`src/logic/dos_consts.vh`:
```
`ifndef DOS_CONSTS_VH
`define DOS_CONSTS_VH

// ****************************************************************
// clock and time base
// ****************************************************************
`define DOS_CLK_HZ            200000000
`define DOS_TICK_NS           10000000
// last prescaler count of a 10 ms tick, the unit of all delay settings
`define DOS_TICK_LAST         21'h1E847F

// ****************************************************************
// register offsets (byte addresses)
// ****************************************************************
`define DOS_A_CTRL            8'h00
`define DOS_A_ASSERT_DLY      8'h04
`define DOS_A_DEASSERT_DLY    8'h08
`define DOS_A_REL_CURR        8'h0C
`define DOS_A_REL_HOLD        8'h10
`define DOS_A_REL_FWD         8'h14
`define DOS_A_REL_REV         8'h18
`define DOS_A_ENG_HOLD        8'h1C
`define DOS_A_ENG_FREQ        8'h20
`define DOS_A_ONOFF_SRC       8'h24
`define DOS_A_ON_LVL          8'h28
`define DOS_A_OFF_LVL         8'h2C
`define DOS_A_STATUS          8'h30

// ****************************************************************
// ctrl fields
// ****************************************************************
`define DOS_CTRL_RELAY_LO     0
`define DOS_CTRL_RELAY_HI     1
`define DOS_CTRL_OC_LO        2
`define DOS_CTRL_OC_HI        3
`define DOS_CTRL_MODE_LO      4
`define DOS_CTRL_MODE_HI      5
`define DOS_CTRL_DCB          6
`define DOS_CTRL_RST          32'h00000000

// output source codes
`define DOS_SRC_NONE          2'h0
`define DOS_SRC_TIMER         2'h1
`define DOS_SRC_BRAKE         2'h2
`define DOS_SRC_ONOFF         2'h3

// control modes
`define DOS_MODE_VF           2'h0

// ****************************************************************
// reset values: delays in 10 ms ticks, freq in 0.01 Hz, levels in 0.01 %
// ****************************************************************
`define DOS_ASSERT_DLY_RST    16'h012C
`define DOS_DEASSERT_DLY_RST  16'h0064
`define DOS_DLY_MAX           16'h2710
`define DOS_HOLD_MAX          16'h03E8
`define DOS_REL_CURR_RST      16'h1388
`define DOS_REL_HOLD_RST      16'h0064
`define DOS_REL_FREQ_RST      16'h0064
`define DOS_ENG_HOLD_RST      16'h0064
`define DOS_ENG_FREQ_RST      16'h00C8
`define DOS_SRC_VOLT_ONE      2'h1
`define DOS_ON_LVL_RST        16'h2328
`define DOS_OFF_LVL_RST       16'h03E8
`define DOS_ON_LVL_MIN        16'h03E8
`define DOS_ON_LVL_MAX        16'h2710

`endif

```
`src/logic/dos_delay_timer.v`:
```
`include "dos_consts.vh"

// ****************************************************************
// on/off delayed follower of one input level
// ****************************************************************
module dos_delay_timer (
    input  wire        clk_i,
    input  wire        rst_i,
    input  wire        tick_i,
    input  wire        in_i,
    input  wire [15:0] on_dly_i,
    input  wire [15:0] off_dly_i,
    output reg         out_o
);
    reg [15:0] cnt_reg;

    // count ticks while input differs from output; restart on any bounce
    always @(posedge clk_i) begin
        if (rst_i) begin
            cnt_reg <= 16'h0000;
            out_o   <= 1'b0;
        end else if (in_i == out_o) begin
            cnt_reg <= 16'h0000;
        end else if (in_i && cnt_reg >= on_dly_i) begin
            out_o   <= 1'b1;
            cnt_reg <= 16'h0000;
        end else if (!in_i && cnt_reg >= off_dly_i) begin
            out_o   <= 1'b0;
            cnt_reg <= 16'h0000;
        end else if (tick_i) begin
            cnt_reg <= cnt_reg + 16'h0001;
        end
    end
endmodule

```
`src/logic/dos_hyst_comp.v`:
```
`include "dos_consts.vh"

// ****************************************************************
// hysteresis comparator with separate on and off levels
// ****************************************************************
module dos_hyst_comp (
    input  wire        clk_i,
    input  wire        rst_i,
    input  wire [15:0] value_i,
    input  wire [15:0] on_lvl_i,
    input  wire [15:0] off_lvl_i,
    output reg         out_o
);
    // between the levels the output keeps its state
    always @(posedge clk_i) begin
        if (rst_i) begin
            out_o <= 1'b0;
        end else if (value_i > on_lvl_i) begin
            out_o <= 1'b1;
        end else if (value_i < off_lvl_i) begin
            out_o <= 1'b0;
        end
    end
endmodule

```
`src/logic/dos_top.v`:
```
// Chosen here: the register addresses and register access over Wishbone.
`include "dos_consts.vh"

module dos_top (
    input  wire        clk_i,
    input  wire        rst_i,
    // wishbone classic slave
    input  wire        wb_cyc_i,
    input  wire        wb_stb_i,
    input  wire        wb_we_i,
    input  wire [7:0]  wb_adr_i,
    input  wire [3:0]  wb_sel_i,
    input  wire [31:0] wb_dat_i,
    output reg  [31:0] wb_dat_o,
    output reg         wb_ack_o,
    // drive side
    input  wire [6:0]  timer_in_i,
    input  wire [6:0]  timer_in_en_i,
    input  wire        run_i,
    input  wire        reverse_i,
    input  wire [15:0] motor_current_i,
    input  wire [15:0] out_freq_i,
    input  wire [15:0] voltage_input_one_i,
    input  wire [15:0] analog_v2_i,
    input  wire [15:0] analog_i1_i,
    output reg         relay_o,
    output reg         oc_out_o,
    output reg         freq_ramp_o,
    output reg         freq_hold_o,
    output reg         freq_zero_o,
    output reg  [15:0] freq_target_o,
    output reg         dc_brake_o,
    output reg         output_cut_o,
    output reg         start_dc_dwell_inhibit_o
);
    // ****************************************************************
    // registers
    // ****************************************************************
    reg [31:0] ctrl_reg;
    reg [15:0] assert_delay_reg;
    reg [15:0] deassert_delay_reg;
    reg [15:0] release_current_threshold_reg;
    reg [15:0] release_hold_time_reg;
    reg [15:0] release_freq_forward_reg;
    reg [15:0] release_freq_reverse_reg;
    reg [15:0] engage_hold_time_reg;
    reg [15:0] engage_frequency_reg;
    reg [1:0]  onoff_src_reg;
    reg [15:0] on_level_reg;
    reg [15:0] off_level_reg;
    reg [20:0] tick_cnt_reg;
    reg        tick_reg;
    reg [15:0] hold_cnt_reg;
    reg [6:0]  bstate_reg;
    reg [6:0]  bstate_next;
    reg [15:0] analog_sel;
    reg [31:0] rd_data;

    wire       timer_out;
    wire       onoff_out;
    wire       wb_req = wb_cyc_i & wb_stb_i & ~wb_ack_o;
    wire [1:0] relay_src = ctrl_reg[`DOS_CTRL_RELAY_HI:`DOS_CTRL_RELAY_LO];
    wire [1:0] oc_src    = ctrl_reg[`DOS_CTRL_OC_HI:`DOS_CTRL_OC_LO];
    wire [1:0] ctl_mode  = ctrl_reg[`DOS_CTRL_MODE_HI:`DOS_CTRL_MODE_LO];
    wire       brake_used = (relay_src == `DOS_SRC_BRAKE) | (oc_src == `DOS_SRC_BRAKE);
    wire       timer_in_act = |(timer_in_i & timer_in_en_i);

    // brake states, one-hot
    localparam [6:0] ST_IDLE  = 7'h01;
    localparam [6:0] ST_ACCEL = 7'h02;
    localparam [6:0] ST_RHOLD = 7'h04;
    localparam [6:0] ST_RUN   = 7'h08;
    localparam [6:0] ST_DECEL = 7'h10;
    localparam [6:0] ST_EHOLD = 7'h20;
    localparam [6:0] ST_DCB   = 7'h40;

    // ****************************************************************
    // 10 ms tick
    // ****************************************************************
    // all delays share one prescaler so each timer stays a 16-bit count
    always @(posedge clk_i) begin
        if (rst_i || tick_cnt_reg == `DOS_TICK_LAST) begin
            tick_cnt_reg <= 21'h00000;
            tick_reg     <= ~rst_i;
        end else begin
            tick_cnt_reg <= tick_cnt_reg + 21'h00001;
            tick_reg     <= 1'b0;
        end
    end

    // ****************************************************************
    // wishbone register file
    // ****************************************************************
    // write clamps keep delays and levels inside their legal ranges
    always @(posedge clk_i) begin
        if (rst_i) begin
            wb_ack_o                      <= 1'b0;
            wb_dat_o                      <= 32'h00000000;
            ctrl_reg                      <= `DOS_CTRL_RST;
            assert_delay_reg              <= `DOS_ASSERT_DLY_RST;
            deassert_delay_reg            <= `DOS_DEASSERT_DLY_RST;
            release_current_threshold_reg <= `DOS_REL_CURR_RST;
            release_hold_time_reg         <= `DOS_REL_HOLD_RST;
            release_freq_forward_reg      <= `DOS_REL_FREQ_RST;
            release_freq_reverse_reg      <= `DOS_REL_FREQ_RST;
            engage_hold_time_reg          <= `DOS_ENG_HOLD_RST;
            engage_frequency_reg          <= `DOS_ENG_FREQ_RST;
            onoff_src_reg                 <= `DOS_SRC_VOLT_ONE;
            on_level_reg                  <= `DOS_ON_LVL_RST;
            off_level_reg                 <= `DOS_OFF_LVL_RST;
        end else begin
            wb_ack_o <= wb_req;
            wb_dat_o <= wb_req ? rd_data : 32'h00000000;
            // a write lands on the edge at which the master sees ack
            if (wb_cyc_i && wb_stb_i && wb_ack_o && wb_we_i && (&wb_sel_i[1:0])) begin
                case (wb_adr_i)
                    `DOS_A_CTRL:
                        ctrl_reg <= {25'h0000000, wb_dat_i[6:0]};
                    `DOS_A_ASSERT_DLY:
                        assert_delay_reg <= (wb_dat_i[15:0] > `DOS_DLY_MAX) ?
                                            `DOS_DLY_MAX : wb_dat_i[15:0];
                    `DOS_A_DEASSERT_DLY:
                        deassert_delay_reg <= (wb_dat_i[15:0] > `DOS_DLY_MAX) ?
                                              `DOS_DLY_MAX : wb_dat_i[15:0];
                    `DOS_A_REL_CURR: release_current_threshold_reg <= wb_dat_i[15:0];
                    `DOS_A_REL_HOLD:
                        release_hold_time_reg <= (wb_dat_i[15:0] > `DOS_HOLD_MAX) ?
                                                 `DOS_HOLD_MAX : wb_dat_i[15:0];
                    `DOS_A_REL_FWD:  release_freq_forward_reg <= wb_dat_i[15:0];
                    `DOS_A_REL_REV:  release_freq_reverse_reg <= wb_dat_i[15:0];
                    `DOS_A_ENG_HOLD:
                        engage_hold_time_reg <= (wb_dat_i[15:0] > `DOS_HOLD_MAX) ?
                                                `DOS_HOLD_MAX : wb_dat_i[15:0];
                    `DOS_A_ENG_FREQ: engage_frequency_reg <= wb_dat_i[15:0];
                    `DOS_A_ONOFF_SRC: onoff_src_reg <= wb_dat_i[1:0];
                    `DOS_A_ON_LVL: begin
                        if (wb_dat_i[15:0] < `DOS_ON_LVL_MIN)
                            on_level_reg <= `DOS_ON_LVL_MIN;
                        else if (wb_dat_i[15:0] > `DOS_ON_LVL_MAX)
                            on_level_reg <= `DOS_ON_LVL_MAX;
                        else
                            on_level_reg <= wb_dat_i[15:0];
                    end
                    `DOS_A_OFF_LVL:
                        off_level_reg <= (wb_dat_i[15:0] > on_level_reg) ?
                                         on_level_reg : wb_dat_i[15:0];
                    default: ;
                endcase
            end
        end
    end

    // read mux; unmapped addresses read zero and still ack
    always @* begin
        case (wb_adr_i)
            `DOS_A_CTRL:         rd_data = ctrl_reg;
            `DOS_A_ASSERT_DLY:   rd_data = {16'h0000, assert_delay_reg};
            `DOS_A_DEASSERT_DLY: rd_data = {16'h0000, deassert_delay_reg};
            `DOS_A_REL_CURR:     rd_data = {16'h0000, release_current_threshold_reg};
            `DOS_A_REL_HOLD:     rd_data = {16'h0000, release_hold_time_reg};
            `DOS_A_REL_FWD:      rd_data = {16'h0000, release_freq_forward_reg};
            `DOS_A_REL_REV:      rd_data = {16'h0000, release_freq_reverse_reg};
            `DOS_A_ENG_HOLD:     rd_data = {16'h0000, engage_hold_time_reg};
            `DOS_A_ENG_FREQ:     rd_data = {16'h0000, engage_frequency_reg};
            `DOS_A_ONOFF_SRC:    rd_data = {30'h00000000, onoff_src_reg};
            `DOS_A_ON_LVL:       rd_data = {16'h0000, on_level_reg};
            `DOS_A_OFF_LVL:      rd_data = {16'h0000, off_level_reg};
            `DOS_A_STATUS:       rd_data = {20'h00000, 1'b0, bstate_reg,
                                            timer_out, onoff_out, relay_o, oc_out_o};
            default:             rd_data = 32'h00000000;
        endcase
    end

    // ****************************************************************
    // timer and on/off sources
    // ****************************************************************
    dos_delay_timer u_timer (
        .clk_i     (clk_i),
        .rst_i     (rst_i),
        .tick_i    (tick_reg),
        .in_i      (timer_in_act),
        .on_dly_i  (assert_delay_reg),
        .off_dly_i (deassert_delay_reg),
        .out_o     (timer_out)
    );

    // analog source select: 1 = voltage one, 2 = voltage two, 3 = current
    always @* begin
        case (onoff_src_reg)
            2'h1:    analog_sel = voltage_input_one_i;
            2'h2:    analog_sel = analog_v2_i;
            2'h3:    analog_sel = analog_i1_i;
            default: analog_sel = 16'h0000;
        endcase
    end

    dos_hyst_comp u_comp (
        .clk_i     (clk_i),
        .rst_i     (rst_i),
        .value_i   (analog_sel),
        .on_lvl_i  (on_level_reg),
        .off_lvl_i (off_level_reg),
        .out_o     (onoff_out)
    );

    // ****************************************************************
    // brake sequencer
    // ****************************************************************
    wire [15:0] rel_freq = reverse_i ? release_freq_reverse_reg : release_freq_forward_reg;
    wire        hold_done = tick_reg && (hold_cnt_reg >=
                    (bstate_reg == ST_RHOLD ? release_hold_time_reg : engage_hold_time_reg));
    // only v/f mode waits on current; vector modes trust the torque loop
    wire        cur_ok = (ctl_mode != `DOS_MODE_VF) ||
                         (motor_current_i >= release_current_threshold_reg);

    always @* begin
        bstate_next = bstate_reg;
        case (bstate_reg)
            ST_IDLE:  if (run_i && brake_used) bstate_next = ST_ACCEL;
            ST_ACCEL: if (!run_i) bstate_next = ST_IDLE;
                      else if (out_freq_i >= rel_freq && cur_ok)
                          bstate_next = ST_RHOLD;
            ST_RHOLD: if (hold_done) bstate_next = ST_RUN;
            ST_RUN:   if (!run_i) bstate_next = ST_DECEL;
            ST_DECEL: if (out_freq_i <= engage_frequency_reg)
                          bstate_next = ST_EHOLD;
            ST_EHOLD: if (hold_done)
                          bstate_next = ctrl_reg[`DOS_CTRL_DCB] ? ST_DCB : ST_IDLE;
            ST_DCB:   if (!run_i && !ctrl_reg[`DOS_CTRL_DCB]) bstate_next = ST_IDLE;
                      else if (run_i) bstate_next = ST_IDLE;
            default:  bstate_next = ST_IDLE;
        endcase
    end

    // state, hold counter and all registered drive outputs
    always @(posedge clk_i) begin
        if (rst_i) begin
            bstate_reg               <= ST_IDLE;
            hold_cnt_reg             <= 16'h0000;
            relay_o                  <= 1'b0;
            oc_out_o                 <= 1'b0;
            freq_ramp_o              <= 1'b0;
            freq_hold_o              <= 1'b0;
            freq_zero_o              <= 1'b1;
            freq_target_o            <= 16'h0000;
            dc_brake_o               <= 1'b0;
            output_cut_o             <= 1'b0;
            start_dc_dwell_inhibit_o <= 1'b0;
        end else begin
            bstate_reg <= bstate_next;
            if (bstate_next != bstate_reg)
                hold_cnt_reg <= 16'h0000;
            else if (tick_reg)
                hold_cnt_reg <= hold_cnt_reg + 16'h0001;
            start_dc_dwell_inhibit_o <= brake_used;
            freq_hold_o   <= (bstate_next == ST_RHOLD) | (bstate_next == ST_EHOLD);
            freq_ramp_o   <= (bstate_next == ST_ACCEL) | (bstate_next == ST_RUN) |
                             (bstate_next == ST_DECEL);
            freq_target_o <= (bstate_next == ST_ACCEL) ? rel_freq :
                             (bstate_next == ST_DECEL) ? engage_frequency_reg : 16'h0000;
            freq_zero_o   <= (bstate_next == ST_IDLE) | (bstate_next == ST_DCB);
            dc_brake_o    <= (bstate_next == ST_DCB);
            output_cut_o  <= (bstate_reg == ST_DCB) & (bstate_next == ST_IDLE);
            relay_o  <= (relay_src == `DOS_SRC_TIMER) ? timer_out :
                        (relay_src == `DOS_SRC_ONOFF) ? onoff_out :
                        (relay_src == `DOS_SRC_BRAKE) ?
                            ((bstate_next == ST_RHOLD) | (bstate_next == ST_RUN) |
                             (bstate_next == ST_DECEL)) : 1'b0;
            oc_out_o <= (oc_src == `DOS_SRC_TIMER) ? timer_out :
                        (oc_src == `DOS_SRC_ONOFF) ? onoff_out :
                        (oc_src == `DOS_SRC_BRAKE) ?
                            ((bstate_next == ST_RHOLD) | (bstate_next == ST_RUN) |
                             (bstate_next == ST_DECEL)) : 1'b0;
        end
    end
endmodule

```
`config.mk`:
```
export PLATFORM = sky130hd
export DESIGN_NAME = dos_top
export DESIGN_NICKNAME = d
export VERILOG_FILES = /design/src/logic/dos_delay_timer.v /design/src/logic/dos_hyst_comp.v /design/src/logic/dos_top.v
export VERILOG_INCLUDE_DIRS = /design/src /design/src/logic
export SDC_FILE = /design/constraint.sdc
export NUM_CORES = 1
export LEC_CHECK = 0
export ABC_CLOCK_PERIOD_IN_PS = 5500
export BUFFER_PORTS_ARGS = -buffer_cell sky130_fd_sc_hd__clkbuf_2
export CELL_PAD_IN_SITES_DETAIL_PLACEMENT = 0
export CELL_PAD_IN_SITES_GLOBAL_PLACEMENT = 1
export CORE_UTILIZATION = 40
export DETAILED_ROUTE_END_ITERATION = 10
export PLACE_DENSITY_LB_ADDON = 0.1
export SLEW_MARGIN = 10
export SYNTH_ARGS = -nofsm -noshare
export SYNTH_HDL_FRONTEND = slang
export SYNTH_SLANG_ARGS = --single-unit
export TNS_END_PERCENT = 100
```
`constraint.sdc`:
```
create_clock -name clk_i -period 5.5 [get_ports clk_i]
set_clock_uncertainty 0.1 [all_clocks]
set_input_delay 0.275 -clock clk_i [delete_from_list [all_inputs] [get_ports clk_i]]
set_output_delay 0.275 -clock clk_i [all_outputs]
set_load 0.02 [all_outputs]
```
Yosys cells after proc, flatten, opt, wreduce, memory -nomap -nowiden
Index checks and enable logic that the tools add are counted.
{ "word_totals": {"mem_bits_rw": 0, "output_inout_bits": 57, "elab_cells": 166, "in_bits": 145, "latchBits": 0, "n_memories": 0, "ff_bits": 289, "romBits": 0} }
{ "classes": {"magnitude_cmp": 12, "muxes": 31, "multipliers": 0, "shifts": 0, "n_div": 0, "n_eq_ne": 38, "n_reduce_logical": 37, "add_sub_neg": 3, "bitwise": 15} }
{ "ops": {"columns": ["cell", "count"], "rows": [
  ["one-hot mux 16 bit (13 select lines)", 1],
  ["2-to-1 mux 16 bit", 8],
  [">= comparator 16 bit", 5],
  ["2-to-1 mux 7 bit", 10],
  ["one-hot mux 7 bit (7 select lines)", 1],
  ["one-hot mux 16 bit (3 select lines)", 1],
  ["== test 8 x 6 -> 1 bit, second input constant", 5],
  ["adder 16 x 1 -> 16 bit, second input constant", 2],
  ["== test 8 x 5 -> 1 bit, second input constant", 4],
  ["greater-than comparator 16 bit", 2],
  ["AND reduction 2 bit", 14],
  ["adder 21 x 1 -> 21 bit, second input constant", 1],
  ["== test 21 bit, second input constant", 1],
  ["== test 8 x 4 -> 1 bit, second input constant", 2],
  ["greater-than comparator 16 x 10 -> 1 bit, second input constant", 1],
  ["greater-than comparator 16 x 14 -> 1 bit, second input constant", 1],
  ["<= comparator 16 bit", 1],
  ["less-than comparator 16 x 10 -> 1 bit, second input constant", 1],
  ["less-than comparator 16 bit", 1],
  ["== test 7 x 1 -> 1 bit, second input constant", 2],
  ["== test 7 x 2 -> 1 bit, second input constant", 2],
  ["== test 7 x 3 -> 1 bit, second input constant", 2],
  ["== test 7 x 4 -> 1 bit, second input constant", 2],
  ["== test 7 x 5 -> 1 bit, second input constant", 2],
  ["other kinds (20)", 64]
]} }

Depth between registers and ports, before layout
Gate-level depths: netlist of run 1.
{ "depth": {"ltp_word": 12, "ltp_mapped": 16, "ltp_nobuf": 12} }

Modules after synthesis
A second synthesis of run 1 with hierarchy kept.
{ "hier_totals": {"cells_unflattened": 1880, "hier_area_um2": 15869.0} }
{ "by_module_without_submodules": {"columns": ["module", "cells_each", "area_per_inst_um2", "instances"], "rows": [
  ["dos_top", 1579, 13437.9, 1],
  ["dos_delay_timer", 187, 1616.6, 1],
  ["dos_hyst_comp", 114, 814.5, 1]
]} }

Worst setup path before layout of run 1
Ideal clock, no wire load.
{ "synth_path": {"kind": "register to register", "from": "reg bstate_reg[3]", "to": "reg hold_cnt_reg[1]", "setup_time_ns": 0.063, "arrival_ns": 3.936, "t_required_ns": 5.337, "slack_ns": 1.401, "stages_incl_launch_ff": 17, "cell_sequence": "dfxtp_1 > clkbuf_1 > nor2_1 > nand3_2 > clkbuf_1 > clkbuf_1 > mux2i_1 > ha_1 > o2111a_1 > a211oi_2 > nor3_1 > a21oi_2 > nand2b_1 > a2111oi_4 > nand4_4 > buf_6 > nor2_4"} }
{ "synth_via": {"elab_chain_cells": 8, "word_cells_on_any_way": 22, "cone_classes": "1 x order compare; 8 x eq/ne; 11 x mux; 2 x reduce/logical"} }
{ "synth_rtl": {"columns": ["item", "line_no", "text"], "rows": [
  ["start: declaration", "dos_top.v:54", "reg [6:0] bstate_reg;"],
  ["start signal: assignment", "dos_top.v:250", "bstate_reg <= bstate_next;"],
  ["== test 7 x 3 -> 1 bit", "dos_top.v:211, dos_top.v:218", null],
  ["2-to-1 mux 16 bit", "dos_top.v:211", "(bstate_reg == ST_RHOLD ? release_hold_time_reg : engage_hold_time_reg));"],
  [">= comparator 16 bit", "dos_top.v:210", "wire hold_done = tick_reg && (hold_cnt_reg >="],
  ["logical AND 1 bit", "dos_top.v:210", null],
  ["2-to-1 mux 7 bit, on equally long branches", "dos_top.v:227, dos_top.v:223", null],
  ["one-hot mux 7 bit (7 select lines)", "dos_top.v:218", "case (bstate_reg)"],
  ["inequality test 7 bit *", "dos_top.v:251", "if (bstate_next != bstate_reg)"],
  ["OR reduction 2 bit (no source line) *", null, null],
  ["end signal: assignment", "dos_top.v:254", "hold_cnt_reg <= hold_cnt_reg + 16'h0001;"],
  ["end: declaration", "dos_top.v:53", "reg [15:0] hold_cnt_reg;"]
]} }
Mark *: on every way between the ends. The rest lies on a longest branch, timed or not.
A chain may end at the register's enable or synchronous reset.

Final worst setup path of run 1
{ "layout_path": {"from": "reg bstate_reg[1]", "to": "reg hold_cnt_reg[6]"} }
Same word-level chain as after synthesis.

==> summary.txt, run 1 <==
Run status
  • Run status: completed

Placed design
  • Port buffer count: roughly 170
  • Placed standard-cell area: approximately 17000 µm²
  • GP Congestion: 0.947
  • HPWL after DPL: around 43 mm

Clocking
  • Num CTS Buffers: 31
  • H-Tree Depth: 1
  • Hold Buf Count CTS: 3
  • CTS tree: done
  • Clock Latency Late Sink: between 0.5 and 0.6 ns
  • Clk buf depth: 3
  • CTS clk-pin slew, worst paths: 0.07 ns
  • Root buf cell: clkbuf_16
  • Sink Count: between 200 and 300
  • Post-CTS setup buffers: 0
  • Post-cts gate resize count: 0

Timing
  • RSZ-0062 raised after global routing: no
  • Least-Margin Pin Slew: between 1 and 1.5 ns
  • Endpoints failing hold: 0
  • Pins Over Slew Limit: 0
  • Final Setup Violations: 0
  • Fmax: 223 MHz
  • Min Hold Slack: ~0.055 ns
  • Setup TNS: 0 ns
  • Final Cycle Share: about four fifths
  • Crit path time final: ~4.5 ns
  • Slew HR: between 20 and 25%

Critical path
  • R2r setup slk: 1.01 ns
  • Critical Path AT: a little under 5 ns
  • Crit end category: flop
  • CP Launch Type: flop
  • CP Data Required Time: about 6 ns
  • Worst R2R Path Depth: 12
  • Crit path kind: flop to flop
  • FF-to-FF End: hold_cnt_reg[6]
  • Worst Path Max Fanout: 17
  • FF-to-FF Start: bstate_reg[1]

Synth
  • EDFF count, synth: 0
  • Synthesized area per cell: roughly 8.4 µm²
  • Seq/Total Area, Yosys: about a third
  • Synth top area share: a little over a third
  • Top cells by area, synth: dfxtp_1, ha_1, nand2_1, nor2_1, mux2i_1
  • Synth Cell Area: ~16000 µm²
  • Yosys warning count: 0
  • Post-Syn Instances: 1883
  • Unique masters post-synth: 77
  • Synth Flop Type: dfxtp_1
  • Cell type with the largest total area after synthesis: dfxtp_1
  • Seq cells post-synth: 273
  • Ys async rst share: 0%

Die
  • Die Height: ~200 µm
  • Die ar.: 40200 µm²
  • Core Rows: 72
  • Die W: between 200 and 250 µm
  • I/O Pins: 202
  • Core area: just under 40000 µm²
  • Initial Utilization: 40.7%

Global route
  • Largest net degree at the start of global routing: 53
  • First-pass GRT wire length: slightly below 90 mm
  • Vias in the first global route: ~14000
  • Tot GR Track Use: 28.3%
  • Antenna violations before repair: 2
  • Congestion Overflow GR: 0

Pwr
  • Max IR drop VDD: 0.230 mV
  • PD cells: roughly 250 nW/µm²
  • Leakage: approximately 7.5 nW

Drt
  • WL/cell: 22.7 µm
  • Vias: about 15000
  • DRT Pass-1 Iters: 8
  • DR DRC count: 0
  • Drt total wl: between 50 and 60 mm
  • Vias per inst: 5.71
  • ANT nets after route: 0
  • Initial drt markers: between 1000 and 1500

Final layout
  • Final Cell Area: between 15000 and 20000 µm²
  • Layout cells sized above 1: 15.7%
  • P&R area growth vs syn: 15.8%
  • Nets: approximately 2300
  • Fillers: 3883
  • Max reg flops: 21
  • Ant diodes: 0

Hold path
  • Worst Hold Launch: wb_dat_i[15]
  • Hold Path Class: input pin to flop
  • Hold EP: release_current_threshold_reg[15]
  • WHS Path Cells: 3

Flow run
  • Max Cap Viol: 0
worst max path at each step:
stage                        startpoint          endpoint  slack, ns  cells after the start
after floorplan           bstate_reg[3]   hold_cnt_reg[1]       1.40                     16
after global placement    bstate_reg[1]   hold_cnt_reg[0]       1.13                     12
after detailed placement  bstate_reg[1]  hold_cnt_reg[10]       1.04                     12
after CTS                 bstate_reg[1]   hold_cnt_reg[6]       1.03                     12
after global routing      bstate_reg[1]   hold_cnt_reg[5]       0.65                     12
final                     bstate_reg[1]   hold_cnt_reg[6]       1.01                     12
cells in the mapped netlist, types with 8 or more instances:
master	number
o21ai_0	37
a21o_1	18
a211oi_1	32
buf_4	19
nand3_1	57
clkbuf_1	85
xnor2_1	16
nand4_1	28
nor2_4	9
mux2i_1	61
o211ai_1	24
o21a_1	20
a221oi_1	25
nor2b_1	31
nand2_1	220
buf_2	9
nand2b_1	16
or2_2	8
and2_1	26
a21oi_1	121
dfxtp_1	273
a22o_1	32
xor2_1	33
a222oi_1	15
a22oi_1	34
nor2_1	177
a31oi_1	20
ha_1	146
inv_1	109
and3_1	31
mux2_2	18
nor3_1	34
or3_1	11
layout by cell type (no fill, tap or decap), types with 6 or more instances in the layout:
cell         n
a211oi_1    32
a21o_1      18
a21oi_1    121
a221oi_1    25
a222oi_1    15
a22o_1      32
a22oi_1     34
a31oi_1     20
and2_1      26
and3_1      31
and4_1       6
buf_4       34
bufinv_16    7
clkbuf_16   31
clkbuf_2   166
clkbuf_8     8
clkinv_2     6
conb_1      16
dfxtp_1    273
ha_1       146
inv_1      108
mux2_2      18
mux2i_1     61
nand2_1    220
nand2b_1    16
nand3_1     57
nand4_1     28
nor2_1     175
nor2_4       9
nor2b_1     31
nor3_1      28
nor3_2       9
o211ai_1    24
o21a_1      20
o21ai_0     37
o21ai_1      6
or2_2        8
or3_1       11
xnor2_1     16
xor2_1      33
cell families (layout without fill, tap and decap cells):
| kind of cell | count (synthesis) | in the layout | synth area share, % |
|---|---|---|---|
| and+or+nand+nor | 675 | 675 | 20.6 |
| AOI/OAI and AO/OA | 433 | 433 | 19.2 |
| muxes | 79 | 79 | 5.16 |
| other | 1 | 16 | 0.0238 |
| xor gates and xnor gates | 49 | 49 | 2.72 |
| adders and majority gates | 146 | 146 | 11.6 |
| DFF | 273 | 273 | 34.7 |
| buffers and inverters | 227 | 371 | 6.02 |
stage by stage:
stage	cells	worst slack, ns	util (%)	power [mW]
floorplan	1898	1.40	-	2.20
global placement	2498	1.13	44.0	2.32
detailed placement	2498	1.04	44.0	2.32
CTS	2559	1.03	47.1	4.66
global route	2560	0.655	47.1	4.78
finish	2560	1.01	47.1	4.64
cell type report:
type                       count  area, µm²  share of cell area, %
clock buffer                  42        897                   4.91
clock inverter                16        265                   1.45
inverter                     110        413                   2.26
multi-input combinational   1398       9460                   51.8
sequential                   273       5470                   29.9
tap                          518        648                   3.55
timing repair buffer         203       1120                   6.11
power by group:
| part | switching, mW | internal (mW) | total (mW) |
|---|---|---|---|
| logic | 0.195 | 0.105 | 0.300 |
| registers | 0.00411 | 1.98 | 1.98 |
| clock network | 0.885 | 1.47 | 2.35 |
metal layers:
metal | wire [µm] | global-route usage, % | vias up
li1 | - | - | 6981
met1 | 26400 | 39.7 | 6953
met2 | 25900 | 45.0 | 598
met3 | 4290 | 4.45 | 76
met4 | 1460 | 7.74 | 0
met5 | 0 | 0 | -
critical path, cell delays in order (launching register included):
cell and delay (ns):
dfxtp_1 0.46, nor4_4 0.37, nand3_2 0.47, mux2_2 0.46
ha_1 0.26, nand2b_1 0.13, a31oi_1 0.20, o21ai_1 0.13
a21oi_2 0.33, nand2b_1 0.29, a2111oi_4 0.47, nand4_4 0.48
nor2_1 0.23
(Power assumes the default switching activity.)
==> run 2, diff against run 1 <==
--- a/config.mk
+++ b/config.mk
@@ -6,7 +6,7 @@
 export SDC_FILE = /design/constraint.sdc
 export NUM_CORES = 1
 export LEC_CHECK = 0
-export ABC_CLOCK_PERIOD_IN_PS = 5500
+export ABC_CLOCK_PERIOD_IN_PS = 4450
 export BUFFER_PORTS_ARGS = -buffer_cell sky130_fd_sc_hd__clkbuf_2
 export CELL_PAD_IN_SITES_DETAIL_PLACEMENT = 0
 export CELL_PAD_IN_SITES_GLOBAL_PLACEMENT = 1
==> constraint.sdc (replaced) <==
create_clock -name clk_i -period 4.45 [get_ports clk_i]
set_clock_uncertainty 0.1 [all_clocks]
set_input_delay 0.2225 -clock clk_i [delete_from_list [all_inputs] [get_ports clk_i]]
set_output_delay 0.2225 -clock clk_i [all_outputs]
set_load 0.02 [all_outputs]
==> run 2 against run 1 <==
First-iteration DRC count is 3.0% lower. Wire length fell by 0.16%. Via count down 0.51%. Largest cell class unchanged. Cell count up 0.27%.
==> summary.txt, run 2 (synthesis results as in run 1) <==
Drt
  • Uppermost layer routed: met4
  • DR DRC count: 0 (unchanged)
  • Met3 WL: 4.48 mm (+4.5%)
  • WL/cell: 22.6 µm (-0.43%)
  • Vias: 14533 (-0.51%)
  • DRT Pass-1 Iters: 6 (-2)
  • Routed wl met2: 25.7 mm (-0.95%)
  • Wl on met1: 25.6 mm (-2.8%)
  • ANT nets after route: 0 (unchanged)
  • Vias per inst: 5.66 (-0.78%)
  • Initial drt markers: 1314 (-3.0%)
  • Drt total wl: 57.9 mm (-0.16%)

Die
  • Core Rows: 72 (unchanged)
  • Die W: 201 µm (unchanged)
  • Die ar.: 40200 µm² (unchanged)
  • Die Height: 201 µm (unchanged)
  • I/O Pins: 202 (unchanged)
  • Core area: 38700 µm² (unchanged)
  • Initial Utilization: 40.7% (unchanged)

Pwr
  • Cell Int Power: 4.39 mW (+24%)
  • PD cells: 314 nW/µm² (+24%)
  • Flop pwr share: 42.6% (-0.2 points)
  • Psw: 1.37 mW (+26%)
  • Sw Ratio: 23.8% (+0.37 points)
  • Comb pwr share: 6.5% (about the same)
  • Leakage: 7.54 nW (+0.61%)
  • Clock share of power: 50.9% (+0.2 points)
  • Max IR drop VDD: 0.202 mV (-12%)

Final layout
  • Fillers: 3862 (-0.54%)
  • Commonest non-fill, non-tap cells in the layout: dfxtp_1, nand2_1, nor2_1
  • Nets: 2320 (+0.52%)
  • P&R area growth vs syn: 16.2%
  • Ant diodes: 0 (unchanged)
  • Layout cells sized above 1: 15.9% (+0.24 points)
  • Max reg flops: 21 (unchanged)
  • Most common cell after layout, fill and taps aside: dfxtp_1

Critical path
  • Cell depth of the worst setup path: 14 (+2)
  • Worst R2R Path Depth: 14 (+2)
  • R2r setup slk: 0.39 ns (-0.62 ns)
  • Max incr delay on CP: 0.53 ns (+0.05 ns)
  • CP dominant cell by count: buf_4
  • Worst Path Max Fanout: 21 (+4)
  • Largest delay contributor family on the critical path: simple AND/OR/NAND/NOR gates
  • FF-to-FF End: hold_cnt_reg[10]
  • CP Data Required Time: 4.81 ns (-1.10 ns)
  • Crit end category: flop
  • FF-to-FF Start: bstate_reg[0]
  • Crit path kind: flop to flop
  • WP buf/inv: 2 (+2)
  • Critical Path AT: 4.42 ns (-0.48 ns)
  • Crit path max-delay cell type: nand3_2
  • CP Launch Type: flop
  • Critical path cell sequence: nor4_4, nand3_2, buf_4, mux2i_1, ha_1, a211o_1, a31oi_1, o21ai_1, a21oi_2, nand2b_1, a2111oi_4, nand4_4, buf_4, nor2_1
  • Worst setup path start: bstate_reg[0]
  • Crit path capture: hold_cnt_reg[10]

Timing
  • Setup TNS: 0 ns (unchanged)
  • Min Hold Slack: 0.0584 ns (+0.00379 ns)
  • Crit path time final: 4.06 ns (-0.430 ns)
  • Fmax: 246 MHz (+11%)
  • Pins Over Slew Limit: 0 (unchanged)
  • Final Setup Violations: 0 (unchanged)
  • Final Cycle Share: 91.2% (+9.6 points)
  • Least-Margin Pin Slew: 1.05 ns (-0.104 ns)
  • RSZ-0062 raised after global routing: no
  • Endpoints failing hold: 0 (unchanged)
  • Slew HR: 30.0% (+7.0 points)

Flow run
  • Max Cap Viol: 0 (unchanged)

Clocking
  • Post-cts gate resize count: 0 (unchanged)
  • Clk buf depth: 3 (unchanged)
  • H-Tree Depth: 2 (+1)
  • Root buf cell: clkbuf_16
  • Sink Count: 273 (unchanged)
  • Hold Buf Count CTS: 2 (-1)
  • Num CTS Buffers: 34 (+9.7%)
  • CTS tree: done
  • CTS clk-pin slew, worst paths: 0.06 ns (about the same)
  • Post-CTS setup buffers: 0 (unchanged)
  • Clock Latency Late Sink: 0.53 ns (-0.06 ns)

Global route
  • Antenna violations before repair: 2 (unchanged)
  • Vias in the first global route: 13901 (+1.7%)
  • Congestion Overflow GR: 0 (unchanged)
  • First-pass GRT wire length: 87.4 mm (+0.27%)
  • Largest net degree at the start of global routing: 64 (+21%)
  • Tot GR Track Use: 28.5% (+0.15 points)

Placed design
  • GP Congestion: 0.934 (-1.3%)
  • Port buffer count: 167 (unchanged)
  • HPWL after DPL: 43.6 mm (+0.35%)

Hold path
  • Hold Path Class: input pin to flop
  • Worst Hold Launch: wb_dat_i[12]

Run status
  • Run status: completed
run 2: power by group through the flow:
stage | Combinational (mW) | Clock [mW] | Sequential, mW
after floorplan | 0.220 | 0 | 2.50
after global placement | 0.360 | 0 | 2.51
after detailed placement | 0.365 | 0 | 2.51
after CTS | 0.370 | 2.97 | 2.45
after global routing | 0.408 | 3.07 | 2.45
final | 0.372 | 2.93 | 2.45
run 2: through the flow:
stage	power (mW)	cell area (µm²)	instances	util [%]	setup WS (ns)
6_report	5.75	18300	2567	47.3	0.390
5_1_grt	5.93	18300	2567	47.3	0.0790
4_1_cts	5.79	18300	2567	47.3	0.335
3_5_place_dp	2.87	17100	2509	44.2	0.372
3_3_place_gp	2.87	17100	2509	44.2	0.447
2_1_floorplan	2.72	15800	1898	-	0.351
run 2: metal layers:
layer | GRT usage (%) | vias to the layer above
met5 | 0 | -
met4 | 10.4 | 0
met3 | 4.48 | 116
met2 | 45.2 | 614
met1 | 38.9 | 6832
li1 | - | 6971
run 2: final cells by class:
| class | instances | area (µm²) | share of cell area [%] |
|---|---|---|---|
| Inverter | 110 | 413 | 2.25 |
| Clock buffer | 42 | 951 | 5.19 |
| Timing Repair Buffer | 212 | 1180 | 6.45 |
| Tap cell | 518 | 648 | 3.54 |
| Sequential cell | 273 | 5470 | 29.8 |
| Clock inverter | 14 | 219 | 1.20 |
| Multi-Input combinational cell | 1398 | 9440 | 51.5 |
run 2: how the worst min path moves through the flow:
stage / to / slack, ns / cells past startpoint
finish: release_freq_forward_reg[12] / 0.06 / 3
detailed placement: tick_cnt_reg[0] / 0.34 / 1
global route: release_freq_reverse_reg[15] / 0.06 / 3
floorplan: wb_ack_o / 0.29 / 2
global placement: tick_cnt_reg[0] / 0.33 / 1
CTS: release_current_threshold_reg[15] / 0.05 / 3
run 2: worst reg2reg max path: stages, from the launching register on:
cell	delay (ns)
dfxtp_1	0.41
nor4_4	0.33
nand3_2	0.53
buf_4	0.38
mux2i_1	0.13
ha_1	0.20
a211o_1	0.26
a31oi_1	0.15
o21ai_1	0.12
a21oi_2	0.19
nand2b_1	0.20
a2111oi_4	0.45
nand4_4	0.13
buf_4	0.26
nor2_1	0.14
==> run 3, diff against run 2 <==
--- a/config.mk
+++ b/config.mk
@@ -6,12 +6,12 @@
 export SDC_FILE = /design/constraint.sdc
 export NUM_CORES = 1
 export LEC_CHECK = 0
-export ABC_CLOCK_PERIOD_IN_PS = 4450
 export BUFFER_PORTS_ARGS = -buffer_cell sky130_fd_sc_hd__clkbuf_2
 export CELL_PAD_IN_SITES_DETAIL_PLACEMENT = 0
 export CELL_PAD_IN_SITES_GLOBAL_PLACEMENT = 1
 export CORE_UTILIZATION = 40
 export DETAILED_ROUTE_END_ITERATION = 10
+export GPL_TIMING_DRIVEN = 0
 export PLACE_DENSITY_LB_ADDON = 0.1
 export SLEW_MARGIN = 10
 export SYNTH_ARGS = -nofsm -noshare
==> run 3 against run 2 <==
Flip-flop and latch count unchanged. Power decreased by 3.7%. Via count increased by 4.6%. Sequential power about the same. Largest power group unchanged. Critical path type unchanged. Combinational power increased by 8.9%.
==> summary.txt, run 3 (synthesis results as in run 1) <==
Final layout
  • Nets: 2399 (+3.4%)
  • Most common cell after layout, fill and taps aside: dfxtp_1
  • Layout cells sized above 1: 14.5% (-1.4 points)
  • Max reg flops: 21 (unchanged)
  • Ant diodes: 0 (unchanged)
  • P&R area growth vs syn: 17.0%
  • Commonest non-fill, non-tap cells in the layout: dfxtp_1, nand2_1, nor2_1

Drt
  • DRT Pass-1 Iters: 6 (unchanged)
  • ANT nets after route: 0 (unchanged)
  • DR DRC count: 0 (unchanged)
  • Vias per inst: 5.75 (+1.6%)
  • Vias: 15201 (+4.6%)
  • WL/cell: 23.7 µm (+4.9%)
  • Initial drt markers: 1507 (+15%)
  • Drt total wl: 62.6 mm (+8.0%)

Timing
  • Pins Over Slew Limit: 0 (unchanged)
  • Crit path time final: 4.16 ns (+0.101 ns)
  • Endpoints failing hold: 0 (unchanged)
  • RSZ-0062 raised after global routing: no
  • Final Setup Violations: 0 (unchanged)
  • Min Hold Slack: 0.0739 ns (+0.0155 ns)
  • Slew HR: 15.5% (-14 points)
  • Least-Margin Pin Slew: 1.26 ns (+0.212 ns)
  • Fmax: 240 MHz (-2.4%)
  • Final Cycle Share: 93.5% (+2.3 points)
  • Final worst-path setup slack: 0.289 ns (-0.101 ns)

Clocking
  • Clock Latency Late Sink: 0.54 ns (about the same)
  • Num CTS Buffers: 34 (unchanged)
  • Clk buf depth: 3 (unchanged)
  • Root buf cell: clkbuf_16
  • Sink Count: 273 (unchanged)
  • CTS clk-pin slew, worst paths: 0.06 ns (about the same)
  • H-Tree Depth: 2 (unchanged)
  • CTS tree: done

Critical path
  • Critical Path AT: 4.53 ns (+0.11 ns)
  • Worst Path Max Fanout: 10 (-52%)
  • CP Launch Type: flop
  • Crit end category: flop
  • CP Data Required Time: 4.82 ns (about the same)
  • Crit path kind: flop to flop

Global route
  • Vias in the first global route: 14125 (+1.6%)
  • Antenna violations before repair: 0 (-2)
  • First-pass GRT wire length: 91.9 mm (+5.2%)
  • Largest net degree at the start of global routing: 14 (-78%)
  • Tot GR Track Use: 30.4% (+2.0 points)
  • Congestion Overflow GR: 0 (unchanged)

Pwr
  • Sw Ratio: 24.9% (+1.1 points)
  • Flop pwr share: 44.3% (+1.7 points)
  • Leakage: 7.55 nW (about the same)
  • Comb pwr share: 7.3% (+0.8 points)
  • Max IR drop VDD: 0.226 mV (+12%)
  • PD cells: 300 nW/µm² (-4.3%)
  • Psw: 1.38 mW (+0.79%)
  • Clock share of power: 48.4% (-2.5 points)
  • Cell Int Power: 4.16 mW (-5.0%)

Flow run
  • Max Cap Viol: 0 (unchanged)

Die
  • I/O Pins: 202 (unchanged)
  • Die ar.: 40200 µm² (unchanged)
  • Initial Utilization: 40.7% (unchanged)
  • Core area: 38700 µm² (unchanged)
  • Die Height: 201 µm (unchanged)
  • Die W: 201 µm (unchanged)
  • Core Rows: 72 (unchanged)

Placed design
  • GP Congestion: 0.964 (+3.2%)
  • Port buffer count: 164 (-1.8%)
  • Pre-CTS WS: -0.886 ns (-1.26 ns)
  • HPWL after DPL: 48.8 mm (+12%)

Run status
  • Run status: completed

Hold path
  • Hold Path Class: input pin to flop
[run 3: cell types whose count changed in the layout (fill, tap and decap cells not counted), moves of 3 or more]
cell / before / now
clkbuf_1: 1 / 89
buf_2: 0 / 9
buf_6: 0 / 3
nor3_1: 29 / 33
buf_4: 44 / 28
bufinv_16: 5 / 1
nor3_2: 8 / 4
[run 3: critical path: stages (launching register included)]
cell       delay [ns]
dfxtp_1          0.32
buf_2            0.21
nor4_4           0.35
nand3_4          0.24
clkbuf_4         0.30
mux2i_1          0.25
ha_1             0.28
and2_1           0.18
a221oi_1         0.25
o21ai_1          0.17
a21oi_4          0.25
nand2b_2         0.18
a2111oi_4        0.42
nand4_4          0.23
buf_6            0.25
nor2_4           0.10
[run 3: power groups by stage]
stage	Combinational (mW)	Clock, mW	Sequential [mW]
3_5_place_dp	0.396	0	2.51
2_1_floorplan	0.220	0	2.50
5_1_grt	0.436	2.82	2.45
6_report	0.405	2.68	2.45
3_3_place_gp	0.391	0	2.51
4_1_cts	0.400	2.71	2.45
[run 3: what timing repair did]
item / CTS / global route
gates resized for setup: 4 / 1
endpoints found under the hold margin: 1 / 0
endpoints found under the setup margin: 24 / 16
setup buffers: 0 / 9
hold buffers: 2 / 0
pin swaps: 1 / 4
[run 3: metal layers]
metal,up-vias,track usage (%),wire [µm]
li1,7149,-,-
met2,706,47.5,27000
met1,7204,42.1,28100
met3,142,4.04,4580
met4,0,12.9,2880
met5,-,0,0
[run 3: area by class of cell]
| cell class | instances | area (µm²) |
|---|---|---|
| Fill cell | 3922 | 20300 |
| Multi-Input combinational cell | 1398 | 9430 |
| Clock inverter | 7 | 66.3 |
| Tap cell | 518 | 648 |
| Timing Repair Buffer | 176 | 920 |
| Inverter | 110 | 413 |
| Sequential cell | 273 | 5470 |
| Buffer | 115 | 533 |
| Clock buffer | 47 | 971 |
[run 3: path summary, 6_finish.rpt]
check        slack (ns)            start  depth (start not counted)                          end
max                0.29    bstate_reg[6]                         15              hold_cnt_reg[1]
min                0.07      wb_adr_i[2]                          4  release_freq_reverse_reg[0]
max reg2reg        0.29    bstate_reg[6]                         15              hold_cnt_reg[1]
min reg2reg        0.35  tick_cnt_reg[0]                          1              tick_cnt_reg[0]
[run 3: stage by stage]
step                setup TNS [ns]  util, %  instance area (µm²)  instances  power, mW
finish                           0     47.6                18400       2644       5.54
global route                     0     47.6                18400       2644       5.70
CTS                              0     47.4                18400       2635       5.57
detailed placement          -14.84     44.7                17300       2581       2.90
global placement            -13.79     44.6                17300       2580       2.90
floorplan                        0        -                15800       1898       2.72
